==> src/hdl/fss_pkg.sv <==
// Package for the fieldbus slave state machine: states, codes, layout constants.
// Assumes a single 100 MHz clock domain and synchronous active-high reset.
package fss_pkg;

  // ---------------------------------------------------------------------------
  // State encoding (Gray along init -> pre_operational_state -> safe_operational_state -> op)
  // ---------------------------------------------------------------------------
  typedef enum logic [2:0] {
    FSS_INIT    = 3'h0,
    FSS_PRE_OPERATIONAL_STATE  = 3'h1,
    FSS_SAFE_OPERATIONAL_STATE = 3'h3,
    FSS_OP      = 3'h2,
    FSS_BOOT    = 3'h6
  } fss_state_t;

  // ---------------------------------------------------------------------------
  // Error codes reported to the master
  // ---------------------------------------------------------------------------
  localparam logic [2:0] FSS_ERR_NONE     = 3'h0;
  localparam logic [2:0] FSS_ERR_ILLEGAL  = 3'h1;
  localparam logic [2:0] FSS_ERR_MBX_CFG  = 3'h2;
  localparam logic [2:0] FSS_ERR_PD_CFG   = 3'h3;
  localparam logic [2:0] FSS_ERR_DC_CFG   = 3'h4;
  localparam logic [2:0] FSS_ERR_NO_OUT   = 3'h5;

  // ---------------------------------------------------------------------------
  // Widths and parameter object layout
  // ---------------------------------------------------------------------------
  localparam int          FSS_PD_W        = 16;
  localparam logic [15:0] FSS_SAFE_OUT    = 16'h0000;
  localparam logic [15:0] FSS_CH_BASE     = 16'h8000;
  localparam logic [15:0] FSS_CH_STEP     = 16'h0010;
  localparam logic [7:0]  FSS_SUB_MAX     = 8'hff;
  localparam logic [15:0] FSS_IN_OBJ_BASE = 16'h6000;
  localparam logic [15:0] FSS_OUT_OBJ_BASE= 16'h7000;

  // Master request and configuration status, sampled together
  typedef struct packed {
    logic       valid;
    fss_state_t target;
    logic       mbx_cfg_ok;
    logic       pd_cfg_ok;
    logic       dc_used;
    logic       dc_cfg_ok;
    logic       out_valid;
  } fss_req_t;

  // Traffic permissions
  typedef struct packed {
    logic mbx_any;
    logic mbx_file;
    logic pd;
  } fss_perm_t;

endpackage : fss_pkg

==> src/hdl/fss_obj_map.sv <==
// Parameter object index mapper: channel/area to object index.
// Assumes synchronous inputs; registered outputs.
`timescale 1ns/100ps
`default_nettype none
module fss_obj_map
  import fss_pkg::*;
(
  input  wire logic        ref_clk_in,
  input  wire logic        sys_rst_in,
  input  wire logic [1:0]  area_in,
  input  wire logic [7:0]  chan_in,
  input  wire logic [7:0]  sub_in,
  output logic      [15:0] index_out,
  output logic             sub_ok_out
);

  // ---------------------------------------------------------------------------
  // Channel base arithmetic
  // ---------------------------------------------------------------------------
  function automatic logic [15:0] fss_chan_index(input logic [15:0] base,
                                                 input logic [7:0]  ch);
    fss_chan_index = base + 16'(ch) * FSS_CH_STEP;
  endfunction : fss_chan_index

  // channel block layout, process object areas
  always_ff @(posedge ref_clk_in) begin
    if (sys_rst_in) begin
      index_out  <= 16'h0000;
      sub_ok_out <= 1'b0;
    end else begin
      case (area_in)
        2'h1:    index_out <= fss_chan_index(FSS_IN_OBJ_BASE, chan_in);
        2'h2:    index_out <= fss_chan_index(FSS_OUT_OBJ_BASE, chan_in);
        default: index_out <= fss_chan_index(FSS_CH_BASE, chan_in);
      endcase
      sub_ok_out <= (sub_in <= FSS_SUB_MAX);
    end
  end

endmodule : fss_obj_map
`default_nettype wire

==> src/hdl/fss_slave_sm.sv <==
// Fieldbus slave communication state machine with output and input handling.
// Assumes the master's request and its config status arrive synchronously.
`timescale 1ns/100ps
`default_nettype none
module fss_slave_sm
  import fss_pkg::*;
(
  input  wire logic                ref_clk_in,
  input  wire logic                sys_rst_in,
  input  wire fss_req_t            req_in,
  input  wire logic                err_ack_in,
  input  wire logic                wdog_en_in,
  input  wire logic                wdog_trip_in,
  input  wire logic                cycle_in,
  input  wire logic [FSS_PD_W-1:0] phys_in,
  input  wire logic [FSS_PD_W-1:0] master_out_in,
  input  wire logic [1:0]          area_in,
  input  wire logic [7:0]          chan_in,
  input  wire logic [7:0]          sub_in,
  output fss_state_t               state_out,
  output logic                     ack_out,
  output logic                     err_out,
  output logic [2:0]               err_code_out,
  output fss_perm_t                perm_out,
  output logic [FSS_PD_W-1:0]      phys_out,
  output logic [FSS_PD_W-1:0]      dpm_in_out,
  output logic                     dpm_wr_out,
  output logic [15:0]              index_out,
  output logic                     sub_ok_out
);

  // ---------------------------------------------------------------------------
  // State and request checking
  // ---------------------------------------------------------------------------
  fss_state_t state;
  fss_state_t next_state;
  logic [2:0] next_err;
  logic       accept;
  logic       snap_pending;

  // Legality and config checks for the requested move
  always_comb begin
    next_state = state;
    next_err   = FSS_ERR_NONE;
    accept     = 1'b0;
    case (state)
      FSS_INIT: begin
        if (req_in.target == FSS_PRE_OPERATIONAL_STATE) begin
          if (req_in.mbx_cfg_ok) accept = 1'b1;
          else next_err = FSS_ERR_MBX_CFG;
        end else if (req_in.target == FSS_BOOT) begin
          if (req_in.mbx_cfg_ok) accept = 1'b1;
          else next_err = FSS_ERR_MBX_CFG;
        end else if (req_in.target == FSS_INIT) begin
          accept = 1'b1;
        end else begin
          next_err = FSS_ERR_ILLEGAL;
        end
      end
      FSS_PRE_OPERATIONAL_STATE: begin
        if (req_in.target == FSS_SAFE_OPERATIONAL_STATE) begin
          if (!req_in.pd_cfg_ok) next_err = FSS_ERR_PD_CFG;
          else if (req_in.dc_used && !req_in.dc_cfg_ok) next_err = FSS_ERR_DC_CFG;
          else accept = 1'b1;
        end else if (req_in.target == FSS_INIT || req_in.target == FSS_PRE_OPERATIONAL_STATE) begin
          accept = 1'b1;
        end else begin
          next_err = FSS_ERR_ILLEGAL;
        end
      end
      FSS_SAFE_OPERATIONAL_STATE: begin
        if (req_in.target == FSS_OP) begin
          if (req_in.out_valid) accept = 1'b1;
          else next_err = FSS_ERR_NO_OUT;
        end else if (req_in.target inside {FSS_INIT, FSS_PRE_OPERATIONAL_STATE, FSS_SAFE_OPERATIONAL_STATE}) begin
          // downward moves or a repeat of safe_operational_state; boot and unused codes refused
          accept = 1'b1;
        end else begin
          next_err = FSS_ERR_ILLEGAL;
        end
      end
      FSS_OP: begin
        // no path to boot; an unused code would leave the legal states
        if (req_in.target inside {FSS_INIT, FSS_PRE_OPERATIONAL_STATE, FSS_SAFE_OPERATIONAL_STATE, FSS_OP}) accept = 1'b1;
        else next_err = FSS_ERR_ILLEGAL;
      end
      FSS_BOOT: begin
        if (req_in.target == FSS_INIT || req_in.target == FSS_BOOT) accept = 1'b1;
        else next_err = FSS_ERR_ILLEGAL;
      end
      default: next_err = FSS_ERR_ILLEGAL;
    endcase
    if (accept) next_state = req_in.target;
  end

  // ---------------------------------------------------------------------------
  // State register
  // ---------------------------------------------------------------------------
  // init after reset; op is held until the master asks otherwise
  always_ff @(posedge ref_clk_in) begin
    if (sys_rst_in) begin
      state <= FSS_INIT;
    end else if (req_in.valid && accept && !snap_pending) begin
      state <= next_state;
    end
  end

  // Safe_operational_state acknowledge from pre_operational_state waits one cycle so it lands with the input snapshot
  always_ff @(posedge ref_clk_in) begin
    if (sys_rst_in) begin
      snap_pending <= 1'b0;
    end else begin
      snap_pending <= req_in.valid && accept && !snap_pending &&
                      state == FSS_PRE_OPERATIONAL_STATE && next_state == FSS_SAFE_OPERATIONAL_STATE;
    end
  end

  // Acknowledge pulse: immediately for most moves, together with the snapshot for pre_operational_state to safe_operational_state
  always_ff @(posedge ref_clk_in) begin
    if (sys_rst_in) begin
      ack_out <= 1'b0;
    end else begin
      ack_out <= snap_pending ||
                 (req_in.valid && accept && !snap_pending &&
                  !(state == FSS_PRE_OPERATIONAL_STATE && next_state == FSS_SAFE_OPERATIONAL_STATE));
    end
  end

  // ---------------------------------------------------------------------------
  // Error indication
  // ---------------------------------------------------------------------------
  // state kept, sticky error; a new failure wins over the clear
  always_ff @(posedge ref_clk_in) begin
    if (sys_rst_in) begin
      err_out      <= 1'b0;
      err_code_out <= FSS_ERR_NONE;
    end else if (req_in.valid && !accept && !snap_pending) begin
      err_out      <= 1'b1;
      err_code_out <= next_err;
    end else if (err_ack_in) begin
      err_out      <= 1'b0;
      err_code_out <= FSS_ERR_NONE;
    end
  end

  // ---------------------------------------------------------------------------
  // Traffic permissions
  // ---------------------------------------------------------------------------
  always_ff @(posedge ref_clk_in) begin
    if (sys_rst_in) begin
      perm_out <= '0;
    end else begin
      case (state)
        FSS_PRE_OPERATIONAL_STATE:  perm_out <= '{mbx_any: 1'b1, mbx_file: 1'b1, pd: 1'b0};
        FSS_SAFE_OPERATIONAL_STATE: perm_out <= '{mbx_any: 1'b1, mbx_file: 1'b1, pd: 1'b1};
        FSS_OP:      perm_out <= '{mbx_any: 1'b1, mbx_file: 1'b1, pd: 1'b1};
        FSS_BOOT:    perm_out <= '{mbx_any: 1'b0, mbx_file: 1'b1, pd: 1'b0};
        default:     perm_out <= '0;
      endcase
    end
  end

  // ---------------------------------------------------------------------------
  // Outputs and inputs
  // ---------------------------------------------------------------------------
  // watchdog forces safe value; op follows master data
  always_ff @(posedge ref_clk_in) begin
    if (sys_rst_in) begin
      phys_out <= FSS_SAFE_OUT;
    end else if (wdog_en_in && wdog_trip_in) begin
      phys_out <= FSS_SAFE_OUT;
    end else if (state == FSS_OP) begin
      phys_out <= master_out_in;
    end else if (state == FSS_SAFE_OPERATIONAL_STATE && !wdog_en_in) begin
      phys_out <= master_out_in;
    end else begin
      phys_out <= FSS_SAFE_OUT;
    end
  end

  // cyclic input refresh; snapshot on safe_operational_state entry from pre_operational_state
  always_ff @(posedge ref_clk_in) begin
    if (sys_rst_in) begin
      dpm_in_out <= '0;
      dpm_wr_out <= 1'b0;
    end else if (snap_pending ||
                 (cycle_in && (state == FSS_SAFE_OPERATIONAL_STATE || state == FSS_OP))) begin
      dpm_in_out <= phys_in;
      dpm_wr_out <= 1'b1;
    end else begin
      dpm_wr_out <= 1'b0;
    end
  end

  // ---------------------------------------------------------------------------
  // Parameter object index mapping
  // ---------------------------------------------------------------------------
  fss_obj_map u_obj_map (
    .ref_clk_in (ref_clk_in),
    .sys_rst_in (sys_rst_in),
    .area_in    (area_in),
    .chan_in    (chan_in),
    .sub_in     (sub_in),
    .index_out  (index_out),
    .sub_ok_out (sub_ok_out)
  );

  assign state_out = state;

endmodule : fss_slave_sm
`default_nettype wire

==> config.mk <==
export PLATFORM = sky130hd
export DESIGN_NAME = fss_slave_sm
export DESIGN_NICKNAME = d
export VERILOG_FILES = /design/src/hdl/fss_pkg.sv /design/src/hdl/fss_obj_map.sv /design/src/hdl/fss_slave_sm.sv
export SDC_FILE = /design/constraint.sdc
export NUM_CORES = 1
export LEC_CHECK = 0
export ABC_AREA = 1
export BUFFER_PORTS_ARGS = -buffer_cell sky130_fd_sc_hd__buf_2
export CAP_MARGIN = 10
export CELL_PAD_IN_SITES_DETAIL_PLACEMENT = 1
export CELL_PAD_IN_SITES_GLOBAL_PLACEMENT = 1
export CORE_MARGIN = 10
export CORE_UTILIZATION = 32
export CTS_CLUSTER_DIAMETER = 200
export DETAILED_ROUTE_END_ITERATION = 6
export PLACE_DENSITY_LB_ADDON = 0.1
export SETUP_SLACK_MARGIN = 0.05
export SYNTH_ARGS = -nofsm -noshare
export SYNTH_HDL_FRONTEND = slang
export SYNTH_SLANG_ARGS = --single-unit
==> constraint.sdc <==
create_clock -name ref_clk_in -period 2.4 [get_ports ref_clk_in]
set_input_delay 0 -clock ref_clk_in [delete_from_list [all_inputs] [get_ports ref_clk_in]]
set_output_delay 0 -clock ref_clk_in [all_outputs]
set_load 0.1 [all_outputs]
# Word-level counts from Yosys, hierarchy flattened
# Cells that the tools add are included.
# Widths: inputs -> output; s select.
word_totals:
  reg_bits: 62
  in_bits: 65
  wordCells: 95
classes:
  add_sub_neg: 3
  order_cmp: 1
  n_eq_ne: 11
  n_mux: 38
  n_reduce_logical: 29
op_table:
  columns: ["operator", "n"]
  rows:
  - ["$add 15x12->16 const A", 2]
  - ["$mux 16", 2]
  - ["$pmux 16 s2", 1]
  - ["$mux 3", 10]
  - ["$mux 1", 21]
  - ["$add 16x12->16 const A", 1]
  - ["$eq 3x2->1 const B", 5]
  - ["$pmux 3 s5", 1]
  - ["$logic_and 1x1->1", 12]
  - ["$pmux 3 s3", 1]
  - ["$le 8x8->1 const B", 1]
  - ["$eq 3x1->1 const B", 2]
  - ["$eq 3x3->1 const B", 2]
  - ["$logic_not 3->1", 2]
  - ["$logic_not 1->1", 5]
  - ["$logic_or 1x1->1", 5]
  - ["$pmux 1 s5", 1]
  - ["$reduce_bool 4->1", 1]
  - ["$reduce_or 2->1", 2]
  - ["$reduce_bool 3->1", 1]
  - ["$eq 2x1->1 const B", 1]
  - ["$eq 2x2->1 const B", 1]
  - ["$mux 2", 1]
  - ["$reduce_bool 2->1", 1]

# Longest topological paths before layout
# Gate-level depths: netlist (run 1).
logic_depth:
  word_depth: 12
  ltp_mapped: 12
  mapped_depth_nobuf: 12

# Modules after synthesis
# A second synthesis (run 1) with hierarchy kept.
unflattened:
  cells_unflattened: 271
  area_unflattened_um2: 2097.0
by_module_without_submodules:
  columns: ["mod", "n_inst", "cells_per_inst", "area_per_inst_um2"]
  rows:
  - ["fss_slave_sm", 1, 228, 1705.4]
  - ["fss_obj_map", 1, 43, 391.6]

# Worst setup path after synthesis (run 1)
# No wires, ideal clock.
synth_timing:
  path_type: "flip-flop to flip-flop"
  startpoint: "register state[0], in the netlist state_out[0]"
  endpoint: "register dpm_in_out[6]"
  setup_time_ns: 0.116
  arrival_ns: 1.994
  required_time_ns: 2.284
  path_slack_ns: 0.290
  path_stages_with_launch: 9
  n_path_buf: 1
  period_less_slack_ns: 2.110
  cell_sequence: "dfxtp_1 -> inv_1 -> nand3_1 -> nand2_2 -> a21oi_4 -> inv_2 -> buf_6 -> nor2_2 -> nor2_1"
synth_between:
  elab_chain_cells: 4
  elab_cells_between_ends: 5
  classes_between: "eq/ne: 2; reduce/logical: 3"
synth_lines:
  columns: ["element", "line", "source"]
  rows:
  - ["start: declaration", "fss_slave_sm.sv:35", "fss_state_t state;"]
  - ["start signal: assignment", "fss_slave_sm.sv:104", "state <= next_state;"]
  - ["$eq 3x2->1", "fss_slave_sm.sv:187", "(cycle_in && (state == FSS_SAFE_OPERATIONAL_STATE || state == FSS_OP))) begin"]
  - ["$logic_or 1x1->1 (*)", "fss_slave_sm.sv:187", null]
  - ["$logic_and 1x1->1 (*)", "fss_slave_sm.sv:187", null]
  - ["$logic_or 1x1->1 (*)", "fss_slave_sm.sv:186", "end else if (snap_pending ||"]
  - ["end signal: assignment", "fss_slave_sm.sv:188", "dpm_in_out <= phys_in;"]
  - ["end: declaration", "fss_slave_sm.sv:26", "output logic [FSS_PD_W-1:0] dpm_in_out,"]
# Mark *: on every way between the ends. The rest lies on a longest branch, timed or not.
# A chain may end at the register's enable or synchronous reset.

# Final worst setup path (run 1)
layout_timing:
  startpoint: "register state[1], in the netlist state_out[1]"
  endpoint: "register phys_out[9]"
layout_between:
  elab_chain_cells: 4
  elab_cells_between_ends: 5
  classes_between: "eq/ne: 2; mux: 2; reduce/logical: 1"
layout_lines:
  columns: ["element", "line", "source"]
  rows:
  - ["$eq 3x2->1", "fss_slave_sm.sv:174", "end else if (state == FSS_SAFE_OPERATIONAL_STATE && !wdog_en_in) begin"]
  - ["$logic_and 1x1->1", "fss_slave_sm.sv:174", null]
  - ["$mux 16", "fss_slave_sm.sv:174", null]
  - ["$mux 16 (*)", "fss_slave_sm.sv:172", "end else if (state == FSS_OP) begin"]
  - ["end signal: assignment", "fss_slave_sm.sv:173", "phys_out <= master_out_in;"]
  - ["end signal: assignment", "fss_slave_sm.sv:175", "phys_out <= master_out_in;"]
  - ["end: declaration", "fss_slave_sm.sv:25", "output logic [FSS_PD_W-1:0] phys_out,"]
# Marks and branches as above.

==> flow_metrics.env, run 1 <==
export IMPL_global_route_wire_length_before_repair_mm=12.6
export IMPL_grt_total_usage_pct=15.2
export IMPL_ys_warn_count=0
export IMPL_worstPathMaxFanout=16
export IMPL_crit_path_start_kind="flip-flop"
export IMPL_syn_inst=270
export IMPL_max_slew_margin_pct=61.4
export IMPL_ant_nets=0
export IMPL_worst_pin_slew_ns=0.578
export IMPL_fp_dieH_um=103
export IMPL_grt_pass1_vias=2535
export IMPL_final_setup_viol_count=0
export IMPL_yosys_register_bits=57
export IMPL_fraction_of_the_yosys_area_taken_by_sequential_cells_pct=51.6
export IMPL_place_inst=453
export IMPL_grt_overflow_total=0
export IMPL_p_total_mw=2.51
export IMPL_totalWireLength_mm=7.75
export IMPL_drtPass1Iterations=4
export IMPL_maxClockFrequency_mhz=616
export IMPL_layout_cells_most_common_list="113 x buf_2, 57 x dfxtp_1, 47 x nor2_1"
export IMPL_run_status="finished, final reports clean"
export IMPL_cts_hold_buffers=45
export IMPL_nNetsFinal=495
export IMPL_detail_route_iter0_violations=41
export IMPL_cts_tree="built"
export IMPL_end_kind="flip-flop"
export IMPL_clock_insertion_delay_worst_skew_ns=0.33
export IMPL_drv_max_cap_violation_count=0
export IMPL_rsz_0062_raised_after_global_routing="false"
export IMPL_tns_ns=0
export IMPL_wl_per_cell_um=15.1
export IMPL_layout_drive_gt1_share_pct=35.8
export IMPL_cellInternalPower_mw=1.71
export IMPL_synth_enable_flop_cells=0
export IMPL_cts_repair_resize_count=0
export IMPL_die_w_um=103
export IMPL_clk_path_buf_depth=2
export IMPL_gpl_final_weighted_congestion=0.802
export IMPL_numClockSinks=57
export IMPL_design_portCount=126
export IMPL_worst_slack_ns=0.777
export IMPL_switching_power_uw=802
export IMPL_placement_io_buffers=113
export IMPL_timing_final_crit_share_pct=67.6
export IMPL_route_detailed_drc=0
export IMPL_proportion_of_register_bits_with_asynchronous_set_or_reset_after_synthesis_pct=0
export IMPL_total_clock_buffers_created_by_cts=9
export IMPL_clk_root_buffer_cell="clkbuf_8"
export IMPL_required_arrival_time_at_the_worst_endpoint_ns=2.63
export IMPL_synthDistinctLibCells=28
export IMPL_fp_coreArea_mm2=0.00676
export IMPL_dp_final_hpwl_mm=5.33
export IMPL_dieArea_mm2=0.0106
export IMPL_critPathKind="reg -> reg"
export IMPL_netSwitchingFraction_pct=31.9
export IMPL_finalInstanceArea_mm2=0.00348
export IMPL_num_vias=2335
export IMPL_cts_clk_slew_worst_paths_ns=0.07
export IMPL_finClkSkew_ns=0.00572
export IMPL_cp_data_arrival_time_ns=1.85
export IMPL_floorplan_rows=30
export IMPL_ir_worst_vdd_mv=0.389
export IMPL_layout_commonest_cell="buf_2"
export IMPL_place_worst_setup_slack_ns=0.817
export IMPL_hold_path_class="in -> reg"
export IMPL_final_cells=514
export IMPL_seq_power_share_pct=39.6
export IMPL_power_share_combinational_pct=22.2
export IMPL_antenna_violations_before_repair=0
export IMPL_crit_path_time_final_ns=1.62
export IMPL_starting_utilization_of_the_core_area_pct=32.7
export IMPL_syn_area_per_cell_um2=8.19
export IMPL_slew_violations=0
export IMPL_number_of_hold_violations_in_the_final_report=0
export IMPL_pwr_share_clk_pct=38.2
export IMPL_grt_max_degree=24
export IMPL_hold_slack_ns=0.0575
export IMPL_post_cts_setup_buffer_count=0
export IMPL_cellPowerDensity_mw_per_mm2=722
export IMPL_area_growth_pct=57.4
export IMPL_synthesis_area_mm2=0.00221
export IMPL_utilization_pct=51.5
export IMPL_dpl_instance_area_mm2=0.00281
export IMPL_route_detailed_vias_per_inst=4.54
export IMPL_clock_tree_htree_level_count=3
export IMPL_main_flop_type_after_synthesis="dfxtp_1"
export IMPL_leakage_nw=1.77
## state kept, by name, indices dropped and copies added, names as in the netlist
signal,cells
dpm_wr_out,1
perm_out,3
state_out,3
snap_pending,1
u_obj_map.index_out,11
phys_out,16
dpm_in_out,16
ack_out,1
err_code_out,3
err_out,1
u_obj_map.sub_ok_out,1
## final cells by class
class | instances | area (um^2)
well taps | 80 | 100
diodes | 1 | 2.50
clock inverters | 2 | 35.0
repair buffers | 160 | 1030
flip-flops and latches | 57 | 1140
multi-input cells | 172 | 883
clock buffers | 13 | 179
inverters | 29 | 109
fillers | 848 | 3280
## worst max-delay path: stages, from the launching register on
cell and delay (ns):
dfxtp_1 0.49, nand3_1 0.16, nand2_2 0.16, nand2_1 0.36, nor3b_1 0.35
## power groups by stage
| stage | Sequential [mW] | Clock [mW] | Combinational, mW |
|---|---|---|---|
| 2_1_floorplan | 1.25 | 0 | 0.162 |
| 3_3_place_gp | 1.02 | 0 | 0.494 |
| 3_5_place_dp | 1.02 | 0 | 0.498 |
| 4_1_cts | 0.996 | 0.983 | 0.557 |
| 5_1_grt | 1.00 | 1.04 | 0.594 |
| 6_report | 0.996 | 0.960 | 0.557 |
## path summary, 6_finish.rpt
kind	from	end	slack, ns	cells past startpoint
setup / recovery	state_out[1]$_SDFFE_PP0P_	phys_out[9]$_SDFF_PP0_	0.78	4
hold / removal	cycle_in	dpm_in_out[0]$_SDFFE_PP0P_	0.06	4
setup reg to reg	state_out[1]$_SDFFE_PP0P_	phys_out[9]$_SDFF_PP0_	0.78	4
hold reg to reg	err_out$_SDFFE_PP0P_	err_out$_SDFFE_PP0P_	0.47	2
## Yosys cell counts (2+ instances only)
master	count	area share [%]
nor2_2	12	3.4
buf_4	6	2.0
o21ai_1	9	2.0
buf_2	3	0.68
inv_1	24	4.1
nor2_1	47	8.0
o21ai_0	11	2.5
a21oi_1	4	0.91
nor3b_1	16	5.4
nand2_2	3	0.85
nand4_1	8	2.3
dfxtp_1	57	52
inv_2	5	0.85
nor3_1	3	0.68
nand3_1	17	3.8
nand2_1	28	4.8
nand2_4	2	1.0
clkbuf_1	5	0.85
## cells by family (layout without fill, tap and decap cells)
group,count (synthesis),count (layout),share of synthesized area (%)
buffers and inverters,44,204,8.99
adder cells (fa/ha/maj),1,1,0.566
AND/OR/NAND/NOR,139,139,31.4
flip-flops,57,57,51.6
other,1,5,0.170
AO/OA/AOI/OAI,28,28,7.24
## per-layer routing
layer | up-vias | GRT usage, % | part of all wire (%)
met5 | - | 0 | 0
met4 | 0 | 5.88 | 1.3
met3 | 11 | 7.57 | 9.4
met2 | 72 | 25.2 | 51
met1 | 1078 | 16.3 | 39
li1 | 1174 | - | -
Note: power is estimated with default switching activity, not from simulation.
==> run 2: changes to the inputs <==
- CORE_UTILIZATION: 32 -> 30
- clock period: 2.4 -> 1.7 ns (I/O delays scaled with it)
==> run 2 against run 1 <==
Effect of this change:
- first-iteration DRC count increased by 32%
- count of clock-buffer cells in the layout shrank 3
- critical path type unchanged
- flip-flop and latch count is the same
==> flow_metrics.env, run 2 (synthesis gave the netlist of run 1 again) <==
export IMPL_tns_ns=0
export IMPL_gpl_final_weighted_congestion=0.796
export IMPL_critPathKind="reg -> reg"
export IMPL_power_share_combinational_pct=23.8
export IMPL_ant_nets=0
export IMPL_number_of_hold_violations_in_the_final_report=0
export IMPL_dp_final_hpwl_mm=5.38
export IMPL_final_setup_viol_count=0
export IMPL_crit_path_start_kind="flip-flop"
export IMPL_dieArea_mm2=0.0112
export IMPL_gr_usage_met3_pct=5.42
export IMPL_grt_overflow_total=0
export IMPL_design_portCount=126
export IMPL_grt_total_usage_pct=13.9
export IMPL_cts_tree="built"
export IMPL_drtPass1Iterations=5
export IMPL_timing_final_crit_share_pct=86.9
export IMPL_route_detailed_drc=0
export IMPL_fp_dieH_um=106
export IMPL_clk_path_buf_depth=2
export IMPL_grt_max_degree=24
export IMPL_grt_pass1_vias=2520
export IMPL_grt_met1_usage_pct=13.9
export IMPL_die_w_um=106
export IMPL_clock_insertion_delay_worst_skew_ns=0.32
export IMPL_worst_hold_path_endpoint="state_out[2]$_SDFFE_PP0P_"
export IMPL_r2r_path_end="dpm_in_out[1]$_SDFFE_PP0P_"
export IMPL_seq_power_share_pct=42.4
export IMPL_worstRegToRegCells=7
export IMPL_max_slew_margin_pct=63.5
export IMPL_maxClockFrequency_mhz=677
export IMPL_netSwitchingFraction_pct=34.8
export IMPL_required_arrival_time_at_the_worst_endpoint_ns=1.92
export IMPL_rsz_0062_raised_after_global_routing="true"
export IMPL_drv_max_cap_violation_count=0
export IMPL_worstPathMaxFanout=16
export IMPL_regToRegSetupSlack_ns=0.22
export IMPL_hold_path_class="in -> reg"
export IMPL_slew_violations=0
export IMPL_switching_power_mw=1.15
export IMPL_crit_path_time_final_ns=1.48
export IMPL_clk_root_buffer_cell="clkbuf_8"
export IMPL_cts_clk_slew_worst_paths_ns=0.07
export IMPL_hold_slack_ns=0.0315
export IMPL_ir_worst_vdd_mv=0.389
export IMPL_worst_pin_slew_ns=0.547
export IMPL_starting_utilization_of_the_core_area_pct=30.7
export IMPL_post_cts_setup_buffer_count=0
export IMPL_antenna_violations_before_repair=0
export IMPL_num_vias=2311
export IMPL_global_route_wire_length_before_repair_mm=12.6
export IMPL_worst_hold_launch="req_in[7]"
export IMPL_layout_drive_gt1_share_pct=37.2
export IMPL_worst_hold_path_stage_count=3
export IMPL_total_clock_buffers_created_by_cts=9
export IMPL_leakage_nw=1.77
export IMPL_cp_data_arrival_time_ns=1.70
export IMPL_route_detailed_vias_per_inst=4.32
export IMPL_totalWireLength_mm=7.71
export IMPL_nNetsFinal=497
export IMPL_gr_max_usage_layer="met2"
export IMPL_ff_to_ff_start="state_out[0]$_SDFFE_PP0P_"
export IMPL_detail_route_iter0_violations=54
export IMPL_global_route_usage_met2_pct=25.6
export IMPL_numClockSinks=57
export IMPL_area_growth_pct=58.1
export IMPL_cellPowerDensity_mw_per_mm2=947
export IMPL_cellInternalPower_mw=2.16
export IMPL_pwr_share_clk_pct=33.8
export IMPL_antenna_diode_count=0
export IMPL_end_kind="flip-flop"
export IMPL_largestRegisters="dpm_in_out x16, phys_out x16, u_obj_map.index_out x11"
export IMPL_wl_per_cell_um=14.4
export IMPL_run_status="finished, final reports clean"
export IMPL_fp_coreArea_mm2=0.00721
export IMPL_placement_io_buffers=113
export IMPL_floorplan_rows=31
export IMPL_clock_tree_htree_level_count=3
export IMPL_finClkSkew_ns=0.0104
export IMPL_layout_commonest_cell="buf_2"
export IMPL_layout_cells_most_common_list="112 x buf_2, 54 x dfxtp_1, 47 x nor2_1"
[run 2: cell types whose count changed in the layout (fill, tap and decap cells not counted)]
cell        change
inv_6           +1
dfxtp_1         -3
clkbuf_4        +1
nand2_2         +1
buf_2           -1
inv_4           +1
clkinv_2        +1
nand2_1         -1
clkbuf_8        -3
diode_2         -1
bufinv_16       -1
buf_4           +2
dfxtp_4         +3
clkinvlp_4      +2
[run 2: critical path: stages (launching register included)]
cell     delay (ns)
dfxtp_4        0.39
inv_1          0.07
nand3_1        0.12
nand2_2        0.11
a21oi_4        0.27
inv_2          0.23
nor2_1         0.14
nor2_1         0.05
[run 2: metal layers]
metal	up-vias	share of wire, %
met3	9	7.4
li1	1176	-
met4	0	1.5
met5	-	0
met1	1057	38
met2	69	53
[run 2: worst max-delay path by stage]
stage / depth (start not counted) / end / start / slack [ns]
after floorplan: 8 / err_code_out[0]$_SDFFE_PP0P_ / state_out[1]$_SDFFE_PP0P_ / 0.13
after global placement: 7 / dpm_in_out[1]$_SDFFE_PP0P_ / state_out[2]$_SDFFE_PP0P_ / 0.22
after detailed placement: 7 / dpm_in_out[3]$_SDFFE_PP0P_ / state_out[0]$_SDFFE_PP0P_ / 0.21
after CTS: 7 / dpm_in_out[12]$_SDFFE_PP0P_ / state_out[0]$_SDFFE_PP0P_ / 0.20
after global routing: 7 / dpm_in_out[2]$_SDFFE_PP0P_ / state_out[0]$_SDFFE_PP0P_ / 0.04
final: 7 / dpm_in_out[1]$_SDFFE_PP0P_ / state_out[0]$_SDFFE_PP0P_ / 0.22
[run 2: final cells by class]
class                      count  area (um^2)
fill                         908         3720
sequential                    57         1150
timing repair buffer         162         1050
multi-input combinational    172          886
clock buffer                  10          138
tap                           99          124
inverter                      29          109
clock inverter                 6         40.0
[run 2: repair_timing]
item                                    CTS  global route
resized for setup                         0             2
endpoints found under the setup margin    0             3
endpoints found under the hold margin    48             0
hold buffers                             45             0
[run 2: through the flow]
step	area, um^2	utilization (%)	power [mW]	instances	setup slack, ns
after floorplan	2230	-	1.99	273	0.131
after global placement	2860	39.7	2.14	474	0.223
after detailed placement	2860	39.7	2.14	474	0.211
after CTS	3490	48.4	3.36	535	0.203
after global routing	3500	48.5	3.50	535	0.0428
final	3500	48.5	3.31	535	0.223
[run 2: power by group through the flow]
| stage | Combinational [mW] | Clock, mW | Sequential (mW) |
|---|---|---|---|
| finish | 0.788 | 1.12 | 1.40 |
| floorplan | 0.228 | 0 | 1.76 |
| global placement | 0.703 | 0 | 1.43 |
| CTS | 0.788 | 1.17 | 1.40 |
| global route | 0.842 | 1.24 | 1.41 |
| detailed placement | 0.706 | 0 | 1.43 |
